**src/frm_pkg.sv**
```systemverilog
// Package: register map, field positions, reset values and timing for the floppy reset/motor block
package frm_pkg;

   // ----------------------------------------------------------------
   // Register byte addresses
   // ----------------------------------------------------------------
   localparam logic [7:0] ADDR_DRIVE_OUT = 8'h00;
   localparam logic [7:0] ADDR_DATA_RATE = 8'h04;
   localparam logic [7:0] ADDR_CFG_CTRL = 8'h08;
   localparam logic [7:0] ADDR_STATUS = 8'h0C;
   localparam logic [7:0] ADDR_MODE_PARAM = 8'h10;
   localparam logic [7:0] ADDR_SETUP_PARAM = 8'h14;
   localparam logic [7:0] ADDR_LOCK_PARAM = 8'h18;
   localparam logic [7:0] ADDR_TIMING_PARAM = 8'h1C;
   localparam logic [7:0] ADDR_COMMAND = 8'h20;
   localparam logic [7:0] ADDR_FLOPPY_CONFIG = 8'hF0;

   // ----------------------------------------------------------------
   // Field positions
   // ----------------------------------------------------------------
   localparam int DRV_SEL_LSB = 0;
   localparam int MOTOR_LSB = 4;
   localparam int CFG_MEDIA_EN_BIT = 6;
   localparam int CFG_FOUR_DRIVE_BIT = 7;
   localparam int STAT_BUSY_BIT = 0;
   localparam int STAT_RESET_BIT = 1;
   localparam int STAT_MEDIA_LSB = 2;

   // ----------------------------------------------------------------
   // Values after reset
   // ----------------------------------------------------------------
   localparam logic [7:0] RST_ZERO = 8'h00;
   localparam logic [7:0] RST_MODE_PARAM = 8'h00;
   localparam logic [7:0] RST_SETUP_PARAM = 8'h00;
   localparam logic [7:0] RST_LOCK_PARAM = 8'h00;
   localparam logic [7:0] RST_TIMING_PARAM = 8'h00;
   localparam logic [7:0] RST_FLOPPY_CONFIG = 8'h00;
   localparam logic [1:0] MOTOR_OFF_N = 2'h3;

   // ----------------------------------------------------------------
   // Timing: a started command keeps the sequencer busy this long
   // ----------------------------------------------------------------
   localparam int CLK_MHZ = 250;
   localparam int CMD_TIME_NS = 64;
   localparam int CMD_CYCLES = (CMD_TIME_NS * CLK_MHZ) / 1000;

   typedef enum logic [0:0] {
      SEQ_IDLE = 1'b0,
      SEQ_BUSY = 1'b1
   } frm_seq_t;

endpackage
```
**src/frm_motor_if.sv**
```systemverilog
// Interface: motor control bits passed from the register core to the motor encoder
`timescale 1ns/1ps
interface frm_motor_if;
   logic [3:0] motor_on;
   logic [1:0] drive_sel;
   logic four_drive;
   logic force_off;

   modport core (output motor_on, output drive_sel, output four_drive, output force_off);
   modport enc (input motor_on, input drive_sel, input four_drive, input force_off);
endinterface

```
**src/frm_core.sv**
```systemverilog
// Floppy reset, motor enable and media sense core with a classic Wishbone register slave
//
// Contract
// - While master reset is high the command sequencer is returned to idle.
// - Master reset drives every output toward the drives to its inactive level.
// - Master reset clears the drive output, data rate and config control registers to zero.
// - Master reset restores the mode, setup and lock command parameters to their defaults.
// - Master reset leaves the drive timing parameters untouched.
// - Master reset loads the floppy configuration register with its default.
// - The two motor lines for drives 0 and 1 follow bits 4 and 5 of the drive output register.
// - A motor line is active when low and inactive when high.
// - With the four-drive bit set, the two motor lines carry a four-drive encoding.
// - Media sense inputs count only while the media sense enable bit of the floppy config is 1.
`timescale 1ns/1ps
module frm_core #(
   parameter int CMD_CYCLES = frm_pkg::CMD_CYCLES
) (
   input wire logic clock_i,
   input wire logic rst_b_i,
   input wire logic ce_i,
   input wire logic master_reset_in_i,
   input wire logic [1:0] media_sense_in_i,
   input wire logic wb_cyc_i,
   input wire logic wb_stb_i,
   input wire logic wb_we_i,
   input wire logic [7:0] wb_adr_i,
   input wire logic [3:0] wb_sel_i,
   input wire logic [31:0] wb_dat_i,
   output logic [31:0] wb_dat_o,
   output logic wb_ack_o,
   output logic [1:0] motor_enable_n_o,
   output logic [1:0] media_present_o
);

   // ----------------------------------------------------------------
   // Elaboration checks
   // ----------------------------------------------------------------
   generate
      if (CMD_CYCLES < 1 || CMD_CYCLES > 255) begin : g_bad_cycles
         $error("frm_core: CMD_CYCLES must lie in 1..255");
      end
      if (frm_pkg::CFG_MEDIA_EN_BIT > 7 || frm_pkg::CFG_FOUR_DRIVE_BIT > 7) begin : g_bad_cfg_bits
         $error("frm_core: floppy config bits must lie inside the byte");
      end
      if (frm_pkg::MOTOR_LSB + 4 > 8 || frm_pkg::DRV_SEL_LSB + 2 > 8) begin : g_bad_drive_fields
         $error("frm_core: drive output fields must lie inside the byte");
      end
      if (frm_pkg::STAT_MEDIA_LSB + 2 > 8) begin : g_bad_stat_fields
         $error("frm_core: status fields must lie inside the byte");
      end
   endgenerate

   // ----------------------------------------------------------------
   // Pin synchronisers
   // ----------------------------------------------------------------
   logic mr_meta_r;
   logic mr_sync_r;
   logic [1:0] ms_meta_r;
   logic [1:0] ms_sync_r;

   // Pins come from outside the clock domain; only the second stage is read
   always_ff @(posedge clock_i) begin
      if (!rst_b_i) begin
         mr_meta_r <= 1'b0;
         mr_sync_r <= 1'b0;
         ms_meta_r <= 2'h0;
         ms_sync_r <= 2'h0;
      end else if (ce_i) begin
         mr_meta_r <= master_reset_in_i;
         mr_sync_r <= mr_meta_r;
         ms_meta_r <= media_sense_in_i;
         ms_sync_r <= ms_meta_r;
      end
   end

   // ----------------------------------------------------------------
   // Bus decode
   // ----------------------------------------------------------------
   // A request still held after its ack is taken again, so a master must drop stb after ack
   wire bus_req = wb_cyc_i & wb_stb_i & ~wb_ack_o;
   // Writes under master reset are acked but dropped, so the bus never stalls
   wire bus_wr = bus_req & wb_we_i & wb_sel_i[0] & ~mr_sync_r;
   wire bus_rd = bus_req & ~wb_we_i;
   wire [7:0] wr_byte = wb_dat_i[7:0];

   function automatic logic hit(input logic [7:0] adr, input logic [7:0] reg_adr);
      hit = (adr == reg_adr);
   endfunction

   wire sel_drive_out = hit(wb_adr_i, frm_pkg::ADDR_DRIVE_OUT);
   wire sel_data_rate = hit(wb_adr_i, frm_pkg::ADDR_DATA_RATE);
   wire sel_cfg_ctrl = hit(wb_adr_i, frm_pkg::ADDR_CFG_CTRL);
   wire sel_status = hit(wb_adr_i, frm_pkg::ADDR_STATUS);
   wire sel_mode = hit(wb_adr_i, frm_pkg::ADDR_MODE_PARAM);
   wire sel_setup = hit(wb_adr_i, frm_pkg::ADDR_SETUP_PARAM);
   wire sel_lock = hit(wb_adr_i, frm_pkg::ADDR_LOCK_PARAM);
   wire sel_timing = hit(wb_adr_i, frm_pkg::ADDR_TIMING_PARAM);
   wire sel_command = hit(wb_adr_i, frm_pkg::ADDR_COMMAND);
   wire sel_fcfg = hit(wb_adr_i, frm_pkg::ADDR_FLOPPY_CONFIG);
   wire cmd_start = bus_wr & sel_command;

   // ----------------------------------------------------------------
   // Registers; all but drive timing are cleared or defaulted by master reset
   // ----------------------------------------------------------------
   logic [7:0] drive_output_control_reg_r;
   logic [7:0] data_rate_r;
   logic [7:0] config_control_reg_r;
   logic [7:0] mode_param_r;
   logic [7:0] setup_param_r;
   logic [7:0] lock_param_r;
   logic [7:0] floppy_config_r;
   logic [7:0] timing_param_r;

   always_ff @(posedge clock_i) begin
      if (!rst_b_i) begin
         drive_output_control_reg_r <= frm_pkg::RST_ZERO;
         data_rate_r <= frm_pkg::RST_ZERO;
         config_control_reg_r <= frm_pkg::RST_ZERO;
      end else if (ce_i) begin
         if (mr_sync_r) begin
            drive_output_control_reg_r <= frm_pkg::RST_ZERO;
            data_rate_r <= frm_pkg::RST_ZERO;
            config_control_reg_r <= frm_pkg::RST_ZERO;
         end else if (bus_wr) begin
            if (sel_drive_out) begin
               drive_output_control_reg_r <= wr_byte;
            end
            if (sel_data_rate) begin
               data_rate_r <= wr_byte;
            end
            if (sel_cfg_ctrl) begin
               config_control_reg_r <= wr_byte;
            end
         end
      end
   end

   always_ff @(posedge clock_i) begin
      if (!rst_b_i) begin
         mode_param_r <= frm_pkg::RST_MODE_PARAM;
         setup_param_r <= frm_pkg::RST_SETUP_PARAM;
         lock_param_r <= frm_pkg::RST_LOCK_PARAM;
         floppy_config_r <= frm_pkg::RST_FLOPPY_CONFIG;
      end else if (ce_i) begin
         if (mr_sync_r) begin
            mode_param_r <= frm_pkg::RST_MODE_PARAM;
            setup_param_r <= frm_pkg::RST_SETUP_PARAM;
            lock_param_r <= frm_pkg::RST_LOCK_PARAM;
            floppy_config_r <= frm_pkg::RST_FLOPPY_CONFIG;
         end else if (bus_wr) begin
            if (sel_mode) begin
               mode_param_r <= wr_byte;
            end
            if (sel_setup) begin
               setup_param_r <= wr_byte;
            end
            if (sel_lock) begin
               lock_param_r <= wr_byte;
            end
            if (sel_fcfg) begin
               floppy_config_r <= wr_byte;
            end
         end
      end
   end

   // Drive timing survives master reset; only the system reset defaults it
   always_ff @(posedge clock_i) begin
      if (!rst_b_i) begin
         timing_param_r <= frm_pkg::RST_TIMING_PARAM;
      end else if (ce_i && bus_wr && sel_timing) begin
         timing_param_r <= wr_byte;
      end
   end

   // ----------------------------------------------------------------
   // Command sequencer
   // ----------------------------------------------------------------
   frm_pkg::frm_seq_t seq_r;
   frm_pkg::frm_seq_t seq_nxt;
   logic [7:0] seq_cnt_r;
   logic [7:0] seq_cnt_nxt;
   // A command written while busy is ignored; software polls the busy bit first
   localparam logic [7:0] CMD_LAST = 8'(CMD_CYCLES - 1);

   always_comb begin
      seq_nxt = seq_r;
      seq_cnt_nxt = seq_cnt_r;
      case (seq_r)
         frm_pkg::SEQ_IDLE: begin
            if (cmd_start) begin
               seq_nxt = frm_pkg::SEQ_BUSY;
               seq_cnt_nxt = 8'h00;
            end
         end
         frm_pkg::SEQ_BUSY: begin
            if (seq_cnt_r == CMD_LAST) begin
               seq_nxt = frm_pkg::SEQ_IDLE;
            end else begin
               seq_cnt_nxt = seq_cnt_r + 8'h01;
            end
         end
         default: begin
            seq_nxt = frm_pkg::SEQ_IDLE;
         end
      endcase
      if (mr_sync_r) begin
         seq_nxt = frm_pkg::SEQ_IDLE;
         seq_cnt_nxt = 8'h00;
      end
   end

   always_ff @(posedge clock_i) begin
      if (!rst_b_i) begin
         seq_r <= frm_pkg::SEQ_IDLE;
         seq_cnt_r <= 8'h00;
      end else if (ce_i) begin
         seq_r <= seq_nxt;
         seq_cnt_r <= seq_cnt_nxt;
      end
   end

   // ----------------------------------------------------------------
   // Media sense qualification
   // ----------------------------------------------------------------
   wire media_en = floppy_config_r[frm_pkg::CFG_MEDIA_EN_BIT];
   // Disabled sense reads as no media, whatever the pins show
   wire [1:0] media_q = media_en ? ms_sync_r : 2'h0;
   logic [1:0] media_present_r;

   always_ff @(posedge clock_i) begin
      if (!rst_b_i) begin
         media_present_r <= 2'h0;
      end else if (ce_i) begin
         media_present_r <= media_q;
      end
   end

   assign media_present_o = media_present_r;

   // ----------------------------------------------------------------
   // Motor encoder
   // ----------------------------------------------------------------
   // Master reset wins over the register value, a same-cycle write included
   frm_motor_if mot ();

   assign mot.motor_on = drive_output_control_reg_r[frm_pkg::MOTOR_LSB +: 4];
   assign mot.drive_sel = drive_output_control_reg_r[frm_pkg::DRV_SEL_LSB +: 2];
   assign mot.four_drive = floppy_config_r[frm_pkg::CFG_FOUR_DRIVE_BIT];
   assign mot.force_off = mr_sync_r;

   frm_motor_enc u_motor_enc (
      .clock_i(clock_i),
      .rst_b_i(rst_b_i),
      .ce_i(ce_i),
      .mot(mot),
      .motor_enable_n_o(motor_enable_n_o)
   );

   // ----------------------------------------------------------------
   // Read mux and acknowledge
   // ----------------------------------------------------------------
   wire seq_busy = (seq_r == frm_pkg::SEQ_BUSY);
   logic [7:0] status_byte;

   always_comb begin
      status_byte = 8'h00;
      status_byte[frm_pkg::STAT_BUSY_BIT] = seq_busy;
      status_byte[frm_pkg::STAT_RESET_BIT] = mr_sync_r;
      status_byte[frm_pkg::STAT_MEDIA_LSB +: 2] = media_q;
   end
   wire [7:0] rd_byte = sel_drive_out ? drive_output_control_reg_r :
                        sel_data_rate ? data_rate_r :
                        sel_cfg_ctrl ? config_control_reg_r :
                        sel_status ? status_byte :
                        sel_mode ? mode_param_r :
                        sel_setup ? setup_param_r :
                        sel_lock ? lock_param_r :
                        sel_timing ? timing_param_r :
                        sel_fcfg ? floppy_config_r :
                        8'h00;

   logic wb_ack_r;
   logic [31:0] wb_dat_r;

   // Every request, mapped or not, is answered one cycle later; unmapped reads give zero
   always_ff @(posedge clock_i) begin
      if (!rst_b_i) begin
         wb_ack_r <= 1'b0;
         wb_dat_r <= 32'h0000_0000;
      end else if (ce_i) begin
         wb_ack_r <= bus_req;
         if (bus_rd) begin
            wb_dat_r <= {24'h00_0000, rd_byte};
         end
      end
   end

   assign wb_ack_o = wb_ack_r;
   assign wb_dat_o = wb_dat_r;

endmodule

```
**src/frm_motor_enc.sv**
```systemverilog
// Motor enable encoder: two-drive or four-drive form, registered and active low
`timescale 1ns/1ps
module frm_motor_enc (
   input wire logic clock_i,
   input wire logic rst_b_i,
   input wire logic ce_i,
   frm_motor_if.enc mot,
   output logic [1:0] motor_enable_n_o
);

   logic [1:0] motor_enable_n_r;
   logic [1:0] motor_enable_n_nxt;
   wire sel_on = mot.motor_on[mot.drive_sel];
   wire [1:0] two_drive_n = ~mot.motor_on[1:0];
   // Four drives on two lines: line 0 low means selected drive's motor is on,
   // line 1 low adds that the selected drive is in the upper pair
   wire [1:0] four_drive_n = ~{sel_on & mot.drive_sel[1], sel_on};

   assign motor_enable_n_nxt = mot.force_off ? frm_pkg::MOTOR_OFF_N :
                               (mot.four_drive ? four_drive_n :
                               two_drive_n);

   always_ff @(posedge clock_i) begin
      if (!rst_b_i) begin
         motor_enable_n_r <= frm_pkg::MOTOR_OFF_N;
      end else if (ce_i) begin
         motor_enable_n_r <= motor_enable_n_nxt;
      end
   end

   assign motor_enable_n_o = motor_enable_n_r;

endmodule

```
**config.mk**
```make
export PLATFORM = sky130hd
export DESIGN_NAME = frm_core
export DESIGN_NICKNAME = d
export VERILOG_FILES = /design/src/frm_pkg.sv /design/src/frm_motor_if.sv /design/src/frm_core.sv /design/src/frm_motor_enc.sv
export SDC_FILE = /design/constraint.sdc
export NUM_CORES = 1
export LEC_CHECK = 0
export CAP_MARGIN = 0
export CELL_PAD_IN_SITES_DETAIL_PLACEMENT = 1
export CELL_PAD_IN_SITES_GLOBAL_PLACEMENT = 1
export CORE_UTILIZATION = 43
export DETAILED_ROUTE_END_ITERATION = 6
export DONT_BUFFER_PORTS = 1
export MAX_ROUTING_LAYER = met4
export PLACE_DENSITY_LB_ADDON = 0.1
export SLEW_MARGIN = 5
export SYNTH_ARGS = -nofsm -noshare
export SYNTH_HDL_FRONTEND = slang
export SYNTH_SLANG_ARGS = --single-unit
```
**constraint.sdc**
```tcl
create_clock -name clock_i -period 2.22 [get_ports clock_i]
set_clock_uncertainty 0.05 [all_clocks]
set_input_delay 0.444 -clock clock_i [delete_from_list [all_inputs] [get_ports clock_i]]
set_output_delay 0.444 -clock clock_i [all_outputs]
set_load 0.1 [all_outputs]
```
==> results.json <==
{
  "status": "finished, final reports clean",
  "dpl.hpwl_um": 10010,
  "cts_sinks": 92,
  "yosysSeqAreaShare": 0.3976,
  "die_y_um": 105.8,
  "grt_usage": 0.2824,
  "maxClockFrequency_ghz": 0.4822,
  "cts_resized": 0,
  "timing.rr.end": "wb_dat_o[2]",
  "syn_area_mm2": 0.004632,
  "gp_congestion": 0.8367,
  "antenna_found_initial": 0,
  "grt_overflow_total": 0,
  "synth_area_leaders": "dfxtp_1 40%, mux2i_1 11%, o21ai_0 5.0%",
  "setup_violations": 0,
  "place_ws_ns": -0.03278,
  "cp-end-kind": "flip-flop",
  "ant_nets": 0,
  "maxSlewHeadroom": 0.5821,
  "finalCriticalPeriod_ns": 2.074,
  "initial_core_util": 0.4467,
  "cts_tree": "yes",
  "layout.nets": 609,
  "r2r_start": "wb_ack_o",
  "final_util": 0.4923,
  "seqPwrFrac": 0.515,
  "cpPeakStageDelay_ns": 0.52,
  "hp-start": "rst_b_i",
  "path_cells": "nand3b_4 -> or3_1 -> nor3_1 -> o221ai_1 -> o2bb2ai_1",
  "holdPathEnd": "u_motor_enc.motor_enable_n_o[1]",
  "tightestPinTransition_ns": 0.6269,
  "fin_setup_tns_ns": 0,
  "grt_pass1_vias": 4186,
  "vias_per_cell": 5.922,
  "slowest_stage": "nor3_1",
  "p_sw_mw": 0.9634,
  "rsz0062_at_grt": "no",
  "synth_cells": 538,
  "rows": 37,
  "root_buffer": "clkbuf_8",
  "cts.clk_slew.worst_paths_ns": 0.10,
  "synth.avg_cell_area_um2": 8.610,
  "ys_warn_count": 0,
  "firstDrtPassIters": 6,
  "die_w_um": 105.8,
  "async_flop_share": 0,
  "cts_hold_buf": 0,
  "num_antenna_cells": 0,
  "worstPathArrival_ns": 2.34,
  "insertion_delay_ns": 0.39,
  "hp-class": "primary input to flip-flop",
  "synth-edff-count": 0,
  "pwr-share-clk": 0.359,
  "path_buf_inv": 0,
  "path_depth": 5,
  "slew_violations": 0,
  "grt_pass1_wl_um": 23280,
  "design_area_mm2": 0.005105,
  "swShare": 0.2947,
  "power.leakage_nw": 1.913,
  "synth_seq_cells": 92,
  "initialDrtViolationCount": 243,
  "cts_buffer_depth": 2,
  "drive_above_1_share": 0.1268,
  "reg2reg_slack_ns": 0.15,
  "die-area_mm2": 0.01119,
  "yosys-top-cells-count": "92 x dfxtp_1, 53 x mux2i_1, 51 x nand2_1",
  "cap_violations": 0,
  "reg2regPathDepth": 5,
  "wl_per_cell_um": 20.28,
  "routed_wirelength_um": 14120,
  "path_max_fanout": 6,
  "peakVddDrop_uv": 378.8,
  "start_kind": "flip-flop",
  "ys.flop_type": "dfxtp_1",
  "drc_errors": 0,
  "critPathKind": "flip-flop to flip-flop",
  "grt_max_degree": 62,
  "cp_top_family": "simple AND/OR/NAND/NOR gates",
  "post_cts_buffers": 0,
  "core_mm2": 0.01037,
  "cts_made_buffers": 9,
  "finalCritPeriodShare": 0.9341,
  "h-tree-depth": 3,
  "required_ns": 2.49,
  "synth.most_common_cell": "dfxtp_1",
  "p_total_mw": 3.269,
  "internal_power_mw": 2.306,
  "area_delta_synth_final_pct": 10.21,
  "yosysTopAreaCell": "dfxtp_1",
  "ys_types": 59,
  "netlist.area_leader.share": 0.3976,
  "vias": 4122,
  "placed_area_mm2": 0.004910,
  "power.density_mw_per_mm2": 640.5,
  "hold_violations": 0,
  "io_pins": 90,
  "holdPathStages": 1,
  "portBuffers": 0,
  "fin_ws_ns": 0.1463,
  "p_comb_frac": 0.126
}
==> power by group through the flow <==
stage / clock network (mW) / registers (mW) / logic (mW)
floorplan: 0 / 1.74 / 0.380
detailed placement: 0 / 1.72 / 0.409
CTS: 1.20 / 1.68 / 0.410
finish: 1.17 / 1.68 / 0.411
global placement: 0 / 1.72 / 0.404
global route: 1.26 / 1.69 / 0.434
==> placed cells by master, fill, tap and decap left out, drive strengths merged, types with 8 or more instances in the layout <==
| master | instances |
|---|---|
| o21ai | 55 |
| nor2b | 11 |
| buf | 40 |
| clkbuf | 13 |
| o22ai | 8 |
| conb | 24 |
| mux2i | 53 |
| nand2 | 52 |
| nor2 | 47 |
| nor3 | 8 |
| nand3 | 32 |
| dfxtp | 92 |
| nand2b | 13 |
| a21oi | 24 |
==> through the flow <==
stage / cells / hold slack, ns
floorplan: 561 / 0.3733
global placement: 680 / 0.3847
detailed placement: 680 / 0.3988
CTS: 696 / 0.07645
global route: 696 / 0.09177
finish: 696 / 0.09887
==> metal layers <==
layer / global-route usage / vias to the layer above / routed length, um
li1: - / 1938 / -
met1: 0.3659 / 2028 / 6323
met2: 0.4206 / 128 / 6487
met3: 0.06184 / 28 / 867
met4: 0.1270 / 0 / 438
met5: - / - / 0
==> layout make-up <==
type | instances | area (um2)
clock buffers | 13 | 148.9
clock inverters | 3 | 46.29
fillers | 1254 | 5265
inverters | 4 | 15.01
multi-input cells | 408 | 2556
flip-flops and latches | 92 | 1843
well taps | 136 | 170.2
repair buffers | 40 | 325.3
==> worst max path at each step <==
stage          slack [ns]                       endpoint          from
2_1_floorplan       -0.07  drive_output_control_reg_r[0]   wb_adr_i[3]
3_3_place_gp        0.001                mode_param_r[3]   wb_adr_i[1]
3_5_place_dp        -0.03  drive_output_control_reg_r[0]   wb_adr_i[1]
4_1_cts              0.20                   seq_cnt_r[1]  seq_cnt_r[4]
5_1_grt              0.08                   seq_cnt_r[5]  seq_cnt_r[4]
6_report             0.15                    wb_dat_o[2]      wb_ack_o
==> cell families (layout without fill, tap and decap cells) <==
logic type / after synthesis / count (layout) / share of synthesized area
flip-flops: 92 / 92 / 0.3976
other: 1 / 24 / 0.0008096
AO/OA/AOI/OAI: 142 / 142 / 0.2104
buffers and inverters: 61 / 60 / 0.07104
adder cells (fa/ha/maj): 1 / 1 / 0.002701
multiplexers: 54 / 54 / 0.1170
AND/OR/NAND/NOR: 187 / 187 / 0.2004
(Power assumes the default switching activity.)
